`config.mk`:
```
export PLATFORM = sky130hd
export DESIGN_NAME = backup_cfg_regs
export DESIGN_NICKNAME = d
export VERILOG_FILES = /design/src/backup_cfg_pkg.sv /design/src/backup_cfg_regs.sv
export SDC_FILE = /design/constraint.sdc
export NUM_CORES = 1
export LEC_CHECK = 0
export BUFFER_PORTS_ARGS = -buffer_cell sky130_fd_sc_hd__buf_2
export CAP_MARGIN = 20
export CORE_ASPECT_RATIO = 0.8
export CORE_UTILIZATION = 55
export DETAILED_ROUTE_END_ITERATION = 12
export HOLD_SLACK_MARGIN = 0.03
export MAX_ROUTING_LAYER = met4
export PLACE_DENSITY = 0.77
export SETUP_SLACK_MARGIN = 0.05
export SLEW_MARGIN = 20
export SYNTH_ARGS = -nofsm -noshare
export SYNTH_HDL_FRONTEND = slang
export SYNTH_SLANG_ARGS = --single-unit
```
`constraint.sdc`:
```
create_clock -name core_clk -period 7.7 [get_ports core_clk]
set_input_delay 0.77 -clock core_clk [delete_from_list [all_inputs] [get_ports core_clk]]
set_output_delay 0.77 -clock core_clk [all_outputs]
set_load 0.005 [all_outputs]
```
`src/backup_cfg_pkg.sv`:
```
// Constants shared by the backup power configuration register bank.
package backup_cfg_pkg;
  // Register addresses.
  localparam logic [7:0] ADDR_NV_CONTROL   = 8'h00;
  localparam logic [7:0] ADDR_LOAD_SWITCH  = 8'h01;
  localparam logic [7:0] ADDR_CONVERTER    = 8'h02;
  localparam logic [7:0] ADDR_BUCK_OFF     = 8'h03;
  localparam logic [7:0] ADDR_DIS_START    = 8'h04;
  localparam logic [7:0] ADDR_DIS_STOP     = 8'h05;
  localparam logic [7:0] ADDR_FREQ_CONFIG  = 8'h06;
  localparam logic [7:0] ADDR_RESULT_LOW   = 8'h07;
  localparam logic [7:0] ADDR_RESULT_HIGH  = 8'h08;
  localparam int         CFG_FIRST         = 1;
  localparam int         CFG_LAST          = 6;
  // Values after reset.
  localparam logic [7:0] RST_LOAD_SWITCH   = 8'h38;
  localparam logic [7:0] RST_CONVERTER     = 8'hC5;
  localparam logic [7:0] RST_BUCK_OFF      = 8'h37;
  localparam logic [7:0] RST_DIS_START     = 8'h46;
  localparam logic [7:0] RST_DIS_STOP      = 8'h2F;
  localparam logic [7:0] RST_FREQ_CONFIG   = 8'h01;
  // Writable bit masks; reserved bits read as zero.
  localparam logic [7:0] MASK_LOAD_SWITCH  = 8'h7B;
  localparam logic [7:0] MASK_FREQ_CONFIG  = 8'h2F;
  // Field positions.
  localparam int         CTRL_WRITE_EN_BIT = 0;
  localparam int         CTRL_BUSY_BIT     = 2;
  localparam int         FREQ_MEAS_EN_BIT  = 5;
  localparam logic [1:0] DISCHARGE_20MA    = 2'b11;
  // Slave addresses, 7 bit.
  localparam logic [6:0] SLAVE_ADDR_0      = 7'h59;
  localparam logic [6:0] SLAVE_ADDR_1      = 7'h5A;
  localparam logic [6:0] SLAVE_ADDR_2      = 7'h5B;
  // Timing.
  localparam int         CORE_CLK_HZ       = 10_000_000;
  localparam int         COUNT_CLK_HZ      = 500;
  localparam int         COUNT_TICK_CYCLES = CORE_CLK_HZ / COUNT_CLK_HZ;
  localparam int         NV_BYTE_CYCLES    = 16;
  typedef enum logic [1:0] {
    NV_LOAD = 2'b00,
    NV_IDLE = 2'b01,
    NV_PROG = 2'b10
  } nv_state_t;
  typedef enum logic [1:0] {
    MEAS_IDLE  = 2'b00,
    MEAS_WAIT  = 2'b01,
    MEAS_COUNT = 2'b10
  } meas_state_t;
  typedef enum logic [2:0] {
    BUS_IDLE  = 3'b000,
    BUS_ADDR  = 3'b001,
    BUS_PTR   = 3'b010,
    BUS_WDATA = 3'b011,
    BUS_RDATA = 3'b100
  } bus_state_t;
endpackage

```
`src/backup_cfg_regs.sv`:
```
// Register bank with serial slave, nonvolatile mirror and capacitance counter.
// Function
// - Discharge current source runs during measurement; 20 mA select when field is 11.
// - Counter on 500 Hz ticks starts at start level, stops at stop level.
// - Setting write enable copies registers 01H to 06H into nonvolatile store.
// - Power-up loads nonvolatile store contents into the registers.
// - Control bit 2 is read-only busy, 1 while store write runs.
// - Control bit 0 is write enable, 1 enables, resets to 0.
// - Slave answers at 59H, or 5AH or 5BH, plus direction bit.
// - Load switch register defaults to 38H, switch and converter disabled.
// - Load switch bits 5:3 current limit, bit 0 enable, bits 7 and 2 reserved.
// - Nonvolatile control register at 00H, bits 7:3 and 1 reserved.
// - Load switch register at 01H.
// - Measurement starts only on 0-to-1 of enable bit, default 0.
// - Stop level register at 05H, 8 bits, default 2FH.
`timescale 1ns/1ns
`default_nettype none
module backup_cfg_regs #(
  parameter int TICK_CYCLES = backup_cfg_pkg::COUNT_TICK_CYCLES,
  parameter int COUNT_WIDTH = 16
) (
  input  wire logic                   core_clk,
  input  wire logic                   rst,
  input  wire logic                   scl_in,
  input  wire logic                   sda_in,
  output logic                        sda_out,
  output logic                        sda_oe,
  input  wire logic [1:0]             addr_select,
  input  wire logic                   below_start_level,
  input  wire logic                   below_stop_level,
  output logic                        discharge_on,
  output logic                        discharge_20ma,
  output logic                        switch_enable_bit,
  output logic [2:0]                  current_limit_code,
  output logic [7:0]                  converter_param,
  output logic [7:0]                  buck_off_level,
  output logic [7:0]                  discharge_start_level,
  output logic [7:0]                  discharge_stop_level,
  output logic [7:0]                  freq_config_bits,
  output logic                        nv_busy
);
  import backup_cfg_pkg::*;

  logic [7:0]       cfg [CFG_FIRST:CFG_LAST];
  logic [7:0]       nonvolatile_store [CFG_FIRST:CFG_LAST];
  logic             nv_write_en;
  nv_state_t        nv_state;
  logic [2:0]       nv_index;
  logic [4:0]       nv_wait;
  meas_state_t      meas_state;
  logic [COUNT_WIDTH-1:0] meas_count;
  logic [COUNT_WIDTH-1:0] meas_result;
  logic [15:0]      tick_div;
  logic             tick;
  logic             meas_en_prev;
  bus_state_t       bus_state;
  logic             scl_prev;
  logic             sda_prev;
  logic [3:0]       bit_cnt;
  logic [7:0]       shreg;
  logic [7:0]       reg_ptr;
  logic             master_nack;
  logic             reg_wr;
  logic [7:0]       reg_wr_data;
  logic [6:0]       own_addr;
  logic             scl_rise;
  logic             scl_fall;
  logic             bus_start;
  logic             bus_stop;
  logic             meas_start;
  logic [7:0]       rd_now;
  logic [7:0]       rd_next;
  logic [7:0]       ctrl_view;

  function automatic logic [7:0] reset_value(input int idx);
    case (idx)
      1: reset_value = RST_LOAD_SWITCH;
      2: reset_value = RST_CONVERTER;
      3: reset_value = RST_BUCK_OFF;
      4: reset_value = RST_DIS_START;
      5: reset_value = RST_DIS_STOP;
      default: reset_value = RST_FREQ_CONFIG;
    endcase
  endfunction

  function automatic logic [7:0] write_mask(input logic [7:0] addr);
    case (addr)
      ADDR_LOAD_SWITCH: write_mask = MASK_LOAD_SWITCH;
      ADDR_FREQ_CONFIG: write_mask = MASK_FREQ_CONFIG;
      default:          write_mask = 8'hFF;
    endcase
  endfunction

  function automatic logic [7:0] read_value(input logic [7:0] addr);
    logic [7:0] v;
    v = 8'h00;
    case (addr)
      ADDR_NV_CONTROL: begin
        v[CTRL_WRITE_EN_BIT] = nv_write_en;
        v[CTRL_BUSY_BIT]     = nv_busy;
      end
      ADDR_LOAD_SWITCH, ADDR_CONVERTER, ADDR_BUCK_OFF, ADDR_DIS_START,
      ADDR_DIS_STOP, ADDR_FREQ_CONFIG: v = cfg[addr[2:0]];
      ADDR_RESULT_LOW:  v = meas_result[7:0];
      ADDR_RESULT_HIGH: v = meas_result[15:8];
      default:          v = 8'h00;
    endcase
    read_value = v;
  endfunction

  // Read data for the current and the next pointer, so its top bit can be picked directly.
  always_comb begin
    rd_now    = read_value(reg_ptr);
    rd_next   = read_value(reg_ptr + 8'd1);
    ctrl_view = read_value(ADDR_NV_CONTROL);
  end

  // Bus pin edges; pins are already synchronous to core_clk.
  assign scl_rise  = scl_in && !scl_prev;
  assign scl_fall  = !scl_in && scl_prev;
  assign bus_start = scl_in && scl_prev && sda_prev && !sda_in;
  assign bus_stop  = scl_in && scl_prev && !sda_prev && sda_in;
  assign sda_out   = 1'b0;

  always_comb begin
    case (addr_select)
      2'b01:   own_addr = SLAVE_ADDR_1;
      2'b10:   own_addr = SLAVE_ADDR_2;
      default: own_addr = SLAVE_ADDR_0;
    endcase
  end

  always_ff @(posedge core_clk or posedge rst) begin
    if (rst) begin
      scl_prev <= 1'b1;
      sda_prev <= 1'b1;
    end else begin
      scl_prev <= scl_in;
      sda_prev <= sda_in;
    end
  end

  // Serial slave: bits shift on SCL rise, SDA changes after SCL fall.
  always_ff @(posedge core_clk or posedge rst) begin
    if (rst) begin
      bus_state   <= BUS_IDLE;
      bit_cnt     <= 4'h0;
      shreg       <= 8'h00;
      reg_ptr     <= 8'h00;
      sda_oe      <= 1'b0;
      master_nack <= 1'b0;
      reg_wr      <= 1'b0;
      reg_wr_data <= 8'h00;
    end else begin
      reg_wr <= 1'b0;
      if (bus_start) begin
        bus_state <= BUS_ADDR;
        bit_cnt   <= 4'h0;
        sda_oe    <= 1'b0;
      end else if (bus_stop) begin
        bus_state <= BUS_IDLE;
        sda_oe    <= 1'b0;
      end else if (scl_rise && bus_state != BUS_IDLE) begin
        if (bus_state != BUS_RDATA && bit_cnt < 4'd8) begin
          shreg   <= {shreg[6:0], sda_in};
          bit_cnt <= bit_cnt + 4'd1;
        end else if (bus_state == BUS_RDATA && bit_cnt == 4'd8) begin
          master_nack <= sda_in;
        end
      end else if (scl_fall) begin
        case (bus_state)
          BUS_ADDR, BUS_PTR, BUS_WDATA: begin
            if (bit_cnt == 4'd8) begin
              bit_cnt <= 4'd9;
              sda_oe  <= 1'b1;
              if (bus_state == BUS_ADDR && shreg[7:1] != own_addr) begin
                bus_state <= BUS_IDLE;
                sda_oe    <= 1'b0;
              end else if (bus_state == BUS_PTR) begin
                reg_ptr <= shreg;
              end else if (bus_state == BUS_WDATA) begin
                reg_wr      <= 1'b1;
                reg_wr_data <= shreg;
              end
            end else if (bit_cnt == 4'd9) begin
              bit_cnt <= 4'h0;
              sda_oe  <= 1'b0;
              if (bus_state == BUS_ADDR && shreg[0]) begin
                bus_state   <= BUS_RDATA;
                shreg       <= rd_now;
                sda_oe      <= !rd_now[7];
                master_nack <= 1'b0;
              end else if (bus_state == BUS_ADDR) begin
                bus_state <= BUS_PTR;
              end else if (bus_state == BUS_PTR) begin
                bus_state <= BUS_WDATA;
              end else begin
                reg_ptr <= reg_ptr + 8'd1;
              end
            end
          end
          BUS_RDATA: begin
            if (bit_cnt < 4'd7) begin
              shreg   <= {shreg[6:0], 1'b0};
              sda_oe  <= !shreg[6];
              bit_cnt <= bit_cnt + 4'd1;
            end else if (bit_cnt == 4'd7) begin
              sda_oe  <= 1'b0;
              bit_cnt <= 4'd8;
            end else if (master_nack) begin
              bus_state <= BUS_IDLE;
            end else begin
              bit_cnt <= 4'h0;
              reg_ptr <= reg_ptr + 8'd1;
              shreg   <= rd_next;
              sda_oe  <= !rd_next[7];
            end
          end
          default: sda_oe <= 1'b0;
        endcase
      end
    end
  end

  // Configuration registers; loaded from the store after power-up.
  always_ff @(posedge core_clk or posedge rst) begin
    if (rst) begin
      for (int i = CFG_FIRST; i <= CFG_LAST; i++) begin
        // Load switch defaults, stop level default.
        cfg[i] <= reset_value(i);
      end
    end else if (nv_state == NV_LOAD) begin
      cfg[nv_index] <= nonvolatile_store[nv_index];
    end else if (reg_wr && reg_ptr >= ADDR_LOAD_SWITCH && reg_ptr <= ADDR_FREQ_CONFIG) begin
      cfg[reg_ptr[2:0]] <= reg_wr_data & write_mask(reg_ptr);
    end
  end

  // Nonvolatile control: power-up load, then one byte per program interval.
  always_ff @(posedge core_clk or posedge rst) begin
    if (rst) begin
      nv_state    <= NV_LOAD;
      nv_index    <= 3'(CFG_FIRST);
      nv_wait     <= 5'h0;
      nv_busy     <= 1'b0;
      nv_write_en <= 1'b0;
      for (int i = CFG_FIRST; i <= CFG_LAST; i++) begin
        nonvolatile_store[i] <= reset_value(i);
      end
    end else begin
      case (nv_state)
        NV_LOAD: begin
          if (nv_index == 3'(CFG_LAST)) begin
            nv_state <= NV_IDLE;
          end else begin
            nv_index <= nv_index + 3'd1;
          end
        end
        NV_IDLE: begin
          // Write enable at 00H bit 0.
          if (reg_wr && reg_ptr == ADDR_NV_CONTROL && reg_wr_data[CTRL_WRITE_EN_BIT]) begin
            nv_write_en <= 1'b1;
            nv_busy     <= 1'b1;
            nv_state    <= NV_PROG;
            nv_index    <= 3'(CFG_FIRST);
            nv_wait     <= 5'h0;
          end
        end
        NV_PROG: begin
          if (nv_wait == 5'(NV_BYTE_CYCLES - 1)) begin
            // Copy one register into the store.
            nonvolatile_store[nv_index] <= cfg[nv_index];
            nv_wait <= 5'h0;
            if (nv_index == 3'(CFG_LAST)) begin
              // Busy and enable clear at the end.
              nv_busy     <= 1'b0;
              nv_write_en <= 1'b0;
              nv_state    <= NV_IDLE;
            end else begin
              nv_index <= nv_index + 3'd1;
            end
          end else begin
            nv_wait <= nv_wait + 5'd1;
          end
        end
        default: nv_state <= NV_IDLE;
      endcase
    end
  end

  // Divider for the 500 Hz counter clock.
  always_ff @(posedge core_clk or posedge rst) begin
    if (rst) begin
      tick_div <= 16'h0000;
      tick     <= 1'b0;
    end else if (tick_div == 16'(TICK_CYCLES - 1)) begin
      tick_div <= 16'h0000;
      tick     <= 1'b1;
    end else begin
      tick_div <= tick_div + 16'd1;
      tick     <= 1'b0;
    end
  end

  // Start on a rising edge of the enable bit only.
  assign meas_start = cfg[ADDR_FREQ_CONFIG[2:0]][FREQ_MEAS_EN_BIT] && !meas_en_prev;

  always_ff @(posedge core_clk or posedge rst) begin
    if (rst) begin
      meas_en_prev   <= 1'b0;
      meas_state     <= MEAS_IDLE;
      meas_count     <= '0;
      meas_result    <= '0;
      discharge_on   <= 1'b0;
      discharge_20ma <= 1'b0;
    end else begin
      meas_en_prev <= cfg[ADDR_FREQ_CONFIG[2:0]][FREQ_MEAS_EN_BIT];
      case (meas_state)
        MEAS_IDLE: begin
          if (meas_start) begin
            meas_state <= MEAS_WAIT;
            meas_count <= '0;
            discharge_on <= 1'b1;
          end
        end
        MEAS_WAIT: begin
          if (below_start_level) begin
            meas_state <= MEAS_COUNT;
          end
        end
        MEAS_COUNT: begin
          // Stop at the stop level. Hold the result.
          if (below_stop_level) begin
            meas_state   <= MEAS_IDLE;
            meas_result  <= meas_count;
            discharge_on <= 1'b0;
          end else if (tick) begin
            meas_count <= meas_count + 1'b1;
          end
        end
        default: meas_state <= MEAS_IDLE;
      endcase
      // Current select follows the converter field while the discharge source is on.
      discharge_20ma <= (meas_state != MEAS_IDLE || meas_start) && !(meas_state == MEAS_COUNT
                        && below_stop_level) && cfg[ADDR_CONVERTER[2:0]][7:6] == DISCHARGE_20MA;
    end
  end

  assign switch_enable_bit     = cfg[ADDR_LOAD_SWITCH[2:0]][0];
  assign current_limit_code    = cfg[ADDR_LOAD_SWITCH[2:0]][5:3];
  assign converter_param       = cfg[ADDR_CONVERTER[2:0]];
  assign buck_off_level        = cfg[ADDR_BUCK_OFF[2:0]];
  assign discharge_start_level = cfg[ADDR_DIS_START[2:0]];
  assign discharge_stop_level  = cfg[ADDR_DIS_STOP[2:0]];
  assign freq_config_bits      = cfg[ADDR_FREQ_CONFIG[2:0]];
endmodule // backup_cfg_regs
`default_nettype wire

```
# Yosys cells after proc, flatten, opt, wreduce, memory -nomap -nowiden
# Cells that the tools add are included.
[word_totals]
register_bits = 197
wordCells = 338
[op_classes]
eq_ne = 73
addsub = 6
bitwise_logic = 9
magnitude_cmp = 9
n_mux = 136
reduce_logical = 71
[op_table]
columns = ["op", "count"]
rows = [
  ["$mux W8", 31],
  ["$bwmux W48", 3],
  ["$bmux W8 S3", 4],
  ["$mux W48", 2],
  ["$eq A8 B3 Y1 const B", 8],
  ["$mux W16", 4],
  ["$demux W8 S3", 2],
  ["$mux W3", 16],
  ["$pmux W8 S2", 3],
  ["$mux W4", 10],
  ["$mux W1", 34],
  ["$ne A3 B3 Y1 const B", 11],
  ["$add A16 B1 Y16 const B", 2],
  ["$eq A8 B2 Y1 const B", 4],
  ["$pmux W16 S2", 1],
  ["$pmux W5 S3", 2],
  ["$ne A2 B2 Y1 const B", 14],
  ["$reduce_and A9 Y1", 3],
  ["$logic_and A1 B1 Y1", 22],
  ["$reduce_bool A2 Y1", 9],
  ["$eq A16 B15 Y1 const B", 1],
  ["$eq A8 B1 Y1 const B", 2],
  ["$eq A8 B4 Y1 const B", 2],
  ["$logic_not A8 Y1", 2],
  ["other kinds (53)", 112],
]

# Longest topological paths before layout
[depth]
word_depth = 15
ltp_mapped = 12

# Least setup slack after synthesis
# Ideal clock, no wire load.
[synth_path]
path_type = "register -> register"
startpoint = "register reg_ptr[1]"
endpoint = "register shreg[1]"
path_stages_with_launch = 11
setup_slack_ps = 4682
path_buffers = 3
t_arrival_ps = 2896
path_cell_list = "dfrtp_1 buf_2 buf_1 inv_1 ha_1 buf_2 mux2_2 a221oi_1 a211oi_1 or4_1 a32o_1"
[synth_between]
elab_chain_len = 12
elab_cells_between_ends = 38
classes_between = "add/sub (1); eq/ne (16); mux (17); bitwise (2); reduce/logical (2)"
[synth_rtl]
columns = ["element", "line", "rtl"]
rows = [
  ["from (decl)", "backup_cfg_regs.sv:61", "logic [7:0] reg_ptr;"],
  ["from (signal assigned)", "backup_cfg_regs.sv:180", "reg_ptr <= shreg;"],
  ["from (signal assigned)", "backup_cfg_regs.sv:198", "reg_ptr <= reg_ptr + 8'd1;"],
  ["from (signal assigned)", "backup_cfg_regs.sv:214", "reg_ptr <= reg_ptr + 8'd1;"],
  ["$add A8 B1 Y8", "backup_cfg_regs.sv:114", "rd_next = read_value(reg_ptr + 8'd1);"],
  ["$not A3 Y4 (implied by the code)", "backup_cfg_regs.sv:103", "ADDR_DIS_STOP, ADDR_FREQ_CONFIG: v = cfg[addr[2:0]];"],
  ["$bmux W8 S3", "backup_cfg_regs.sv:103", ""],
  ["$mux W8 (implied by the code) (2 in a row)", "backup_cfg_regs.sv:103", ""],
  ["$pmux W1 S3", "backup_cfg_regs.sv:97", "case (addr)"],
  ["$mux W8", "backup_cfg_regs.sv:210", "end else if (master_nack) begin"],
  ["$mux W8", "backup_cfg_regs.sv:207", "end else if (bit_cnt == 4'd7) begin"],
  ["$mux W8", "backup_cfg_regs.sv:203", "if (bit_cnt < 4'd7) begin"],
  ["$pmux W8 S2 (*)", "backup_cfg_regs.sv:171", "case (bus_state)"],
  ["$mux W8 (*)", "backup_cfg_regs.sv:170", "end else if (scl_fall) begin"],
  ["$mux W8 (*)", "backup_cfg_regs.sv:163", "end else if (scl_rise && bus_state != BUS_IDLE) begin"],
  ["to (signal assigned)", "backup_cfg_regs.sv:165", "shreg <= {shreg[6:0], sda_in};"],
  ["to (signal assigned)", "backup_cfg_regs.sv:204", "shreg <= {shreg[6:0], 1'b0};"],
  ["to (signal assigned)", "backup_cfg_regs.sv:215", "shreg <= rd_next;"],
  ["to (decl)", "backup_cfg_regs.sv:60", "logic [7:0] shreg;"],
]
# Every way passes the cells marked *; elsewhere a longest branch is shown, timed or not. The select of a mux whose other input is x is not followed.
# A chain may end at the register's enable or synchronous reset.

# Worst setup path in the final report
[layout_path]
startpoint = "register reg_ptr[0]"
endpoint = "register shreg[7]"
[layout_between]
elab_chain_len = 12
elab_cells_between_ends = 38
classes_between = "add/sub (1); eq/ne (16); mux (17); bitwise (2); reduce/logical (2)"
[layout_rtl]
columns = ["element", "line"]
rows = [
  ["$add A8 B1 Y8", "backup_cfg_regs.sv:114"],
  ["$not A3 Y4 (implied by the code)", "backup_cfg_regs.sv:103"],
  ["$bmux W8 S3", "backup_cfg_regs.sv:103"],
  ["$mux W8 (implied by the code) (2 in a row)", "backup_cfg_regs.sv:103"],
  ["$pmux W5 S3", "backup_cfg_regs.sv:97"],
  ["$mux W8", "backup_cfg_regs.sv:210"],
  ["$mux W8", "backup_cfg_regs.sv:207"],
  ["$mux W8", "backup_cfg_regs.sv:203"],
  ["$pmux W8 S2 (*)", "backup_cfg_regs.sv:171"],
  ["$mux W8 (*)", "backup_cfg_regs.sv:170"],
  ["$mux W8 (*)", "backup_cfg_regs.sv:163"],
]
# Marks and branches as above.

==> impl_metrics.ini <==
[timing]
finalWorstSetupSlack_ns = 3.303
finalWorstPathRequiredPeriod_ns = 4.397
max_slew_margin_pct = 22.73
fin_crit_sh_pct = 57.10
grt_setup_unrepaired = false
hold_worst_slack_ns = 0.4331
setup_tns_ns = 0
finalClockSkew_ns = 0.01266
clock.fmax_mhz = 227.5
worst_pin_slew_ns = 1.157
hold_viol = 0
drv_slew = 0
final_report_setup_violation_count = 0

[floorplanning]
io_pins = 57
fp.dieArea_mm2 = 0.02207
die_w_um = 165.8
core_area_mm2 = 0.02088
placement_row_count = 47
initial_utilization_pct = 56.58
die_h_um = 133.1

[final_layout]
finalNonFillerCells = 1476
filler_cell_count = 1768
layout-area-overhead-vs-synth_pct = 6.049
finalInstanceArea_mm2 = 0.01253
drive_above_1_share_pct = 22.12
antenna-diode-count = 0
finalNetCount = 1216

[critical_path]
rr_endpoint = shreg[7]
path_class = reg -> reg
crit_path_end_kind = flip-flop
startpoint_type = flip-flop
timing.critical_path.to = shreg[7]
cp.arrival_ns = 4.74
r2r_start = reg_ptr[0]
worst-path-max-fanout = 56
required_ns = 8.04
setup.worst_path.start = reg_ptr[0]
r2r_slack_ns = 3.30
timing.reg2reg.worst_path_depth = 9

[logic_synthesis]
async_flop_share_pct = 100.0
synthTopCellsByCount = sky130_fd_sc_hd__dfrtp_1 (152), sky130_fd_sc_hd__nor2_1 (121), sky130_fd_sc_hd__mux2_2 (98), sky130_fd_sc_hd__nand2_1 (91), sky130_fd_sc_hd__a21oi_1 (73)
postSynthCellCount = 1220
netlist-cell-type-count = 81
synthDominantCellAreaShare_pct = 32.20
synth-seq-area-share_pct = 42.21
post-synth-top-area-cell = sky130_fd_sc_hd__dfrtp_1
ys_top_cells_by_area = sky130_fd_sc_hd__dfrtp_1 (32%), sky130_fd_sc_hd__dfstp_2 (10%), sky130_fd_sc_hd__mux2_2 (9.3%)
yosys_register_bits = 197
synth_top_flop_cell = sky130_fd_sc_hd__dfrtp_1
synth-edff-count = 0
yosys_warnings = 0
syn-num-nets = 1242
synthesis.area_mm2 = 0.01181
avgSynthCellArea_um2 = 9.681
yosys.cell_count.top_type = sky130_fd_sc_hd__dfrtp_1

[power_and_ir_drop]
power.static_leakage_nw = 5.441
worst_ir_drop_vdd_mv = 0.1592
pwr_density_cell_mw_per_mm2 = 244.1
intPower_w = 0.001853
p_comb_share_pct = 30.0
share_clk_of_total_power_pct = 29.7
net-switching-power_w = 0.001205
power.switching_fraction_pct = 39.40
power.sequential.fraction_pct = 40.3

[global_routing]
grt_first_pass_wirelength_mm = 53.29
grt_pass1_vias = 9563
antenna_found_initial = 0
grt.total_usage_pct = 31.94
grt_start_max_net_pins = 151
globalRouteOverflowTotal = 0

[clocking]
max_buffers_root_to_sink = 2
post_cts_hold_buffer_count = 0
post_cts_resized = 0
cts_root_buf = sky130_fd_sc_hd__clkbuf_16
cts.reportedPaths.clkPinSlew_ns = 0.08
clock_buffers_created_by_tritoncts = 17
tritoncts = built
clk-insertion-delay-late_ns = 0.45
post_cts_buffers = 0
htree_levels = 4
clock_sinks = 197

[drt]
vias_per_cell = 6.868
drt_wl_total_mm = 33.28
drt.antenna.violating_nets = 0
drt_iter0_drc = 1399
wire_per_inst_um = 22.55
remaining_drc_errors = 8
first_pass_iters = 10
vias = 10140

[placed_design]
placer_congestion_estimate = 0.9704
detailed_place_hpwl_mm = 23.33
placed_cells_incl_taps = 1443
post_dp_cell_area_mm2 = 0.01191
port_buffers = 55
dp_slack_ns = 3.483

[flow_run]
cap_viol_max_count = 0

[min_path]
hold_path_class = in -> async

[outcome]
run_status = finished with violations
violations = design-rule violations
power by group through the flow:
stage	Sequential (W)	Clock, W	Combinational (W)
after floorplan	0.00116	0	0.000755
after global placement	0.00124	0	0.000862
after detailed placement	0.00124	0	0.000884
after CTS	0.00122	0.000918	0.000890
after global routing	0.00124	0.000954	0.00100
final	0.00123	0.000907	0.000918
metal layers:
metal / GRT usage, % / share of wire (%) / vias up
met5: - / 0 / -
met4: 10.02 / 2.4 / 0
met3: 9.034 / 12 / 86
met2: 43.10 / 41 / 662
met1: 45.90 / 44 / 4931
li1: - / - / 4458
metrics by stage:
step | total power, W | utilization, %
after floorplan | 0.001913 | -
after global placement | 0.002102 | 56.99
after detailed placement | 0.002124 | 57.03
after CTS | 0.003031 | 59.94
after global routing | 0.003195 | 60.00
final | 0.003058 | 60.00
worst min path at each step:
stage                start  cells after the start      endpoint
2_1_floorplan  tick_div[0]                      1   tick_div[0]
3_3_place_gp   tick_div[0]                      1   tick_div[0]
3_5_place_dp   tick_div[0]                      1   tick_div[0]
4_1_cts             scl_in                      1      scl_prev
5_1_grt             scl_in                      1      scl_prev
6_report               rst                      2  discharge_on
registers in the layout (all words and copies together), names as in the netlist, 2 cells and up:
name                   cells
nonvolatile_store         48
meas_state                 2
nv_state                   2
meas_count                16
shreg                      8
freq_config_bits           8
discharge_start_level      8
reg_wr_data                8
meas_result               16
buck_off_level             8
bus_state                  3
cfg                        4
discharge_stop_level       8
nv_wait                    5
bit_cnt                    4
current_limit_code         3
reg_ptr                    8
converter_param            8
tick_div                  16
nv_index                   3
worst max-delay path, cell delays in order, from the launching register on:
cell                       delay [ns]
sky130_fd_sc_hd__dfrtp_2         0.34
sky130_fd_sc_hd__buf_4           0.48
sky130_fd_sc_hd__clkinv_1        0.69
sky130_fd_sc_hd__ha_1            0.86
sky130_fd_sc_hd__nor2_1          0.61
sky130_fd_sc_hd__a221oi_1        0.19
sky130_fd_sc_hd__o41ai_1         0.38
sky130_fd_sc_hd__a221oi_1        0.14
sky130_fd_sc_hd__or2_0           0.29
sky130_fd_sc_hd__o41ai_1         0.28
area by class of cell:
cell class | instances | area [µm²] | area share, %
clock buffer | 17 | 425.4 | 3.396
clock inverter | 15 | 181.4 | 1.448
multi-input combinational | 887 | 6121 | 48.87
timing repair buffer | 68 | 375.4 | 2.997
inverter | 23 | 98.84 | 0.7891
sequential | 197 | 4987 | 39.82
tap | 269 | 336.6 | 2.687
cells in the final DEF, fill, tap and decap left out, types with 13 or more instances in the layout:
cell type / netlist / final
sky130_fd_sc_hd__dfrtp_1: 152 / 151
sky130_fd_sc_hd__nor2_1: 121 / 121
sky130_fd_sc_hd__mux2_2: 98 / 98
sky130_fd_sc_hd__nand2_1: 91 / 91
sky130_fd_sc_hd__a21oi_1: 73 / 73
sky130_fd_sc_hd__buf_2: 12 / 55
sky130_fd_sc_hd__o21ai_0: 50 / 50
sky130_fd_sc_hd__dfstp_2: 45 / 45
sky130_fd_sc_hd__a221o_1: 37 / 37
sky130_fd_sc_hd__nand3_1: 32 / 32
sky130_fd_sc_hd__mux2i_1: 30 / 30
sky130_fd_sc_hd__a221oi_1: 25 / 25
sky130_fd_sc_hd__nor2b_1: 24 / 24
sky130_fd_sc_hd__inv_1: 21 / 20
sky130_fd_sc_hd__xor2_1: 20 / 20
sky130_fd_sc_hd__o22ai_1: 18 / 18
sky130_fd_sc_hd__nand4_1: 18 / 18
sky130_fd_sc_hd__clkbuf_16: 0 / 17
sky130_fd_sc_hd__ha_1: 14 / 14
sky130_fd_sc_hd__a22oi_1: 13 / 13
sky130_fd_sc_hd__xnor2_1: 13 / 13
cells by family (layout without fill, tap and decap cells):
group,Yosys count,count (layout),share of synthesized area (%)
simple gates,381,381,16.09
compound gates,329,329,19.76
flops,197,197,42.21
buf+inv,136,123,6.006
mux,128,128,11.89
xor+xnor,33,33,2.447
fa+ha+maj,15,15,1.568
other cells,1,1,0.03175
Power figures use the tool's default switching activity.
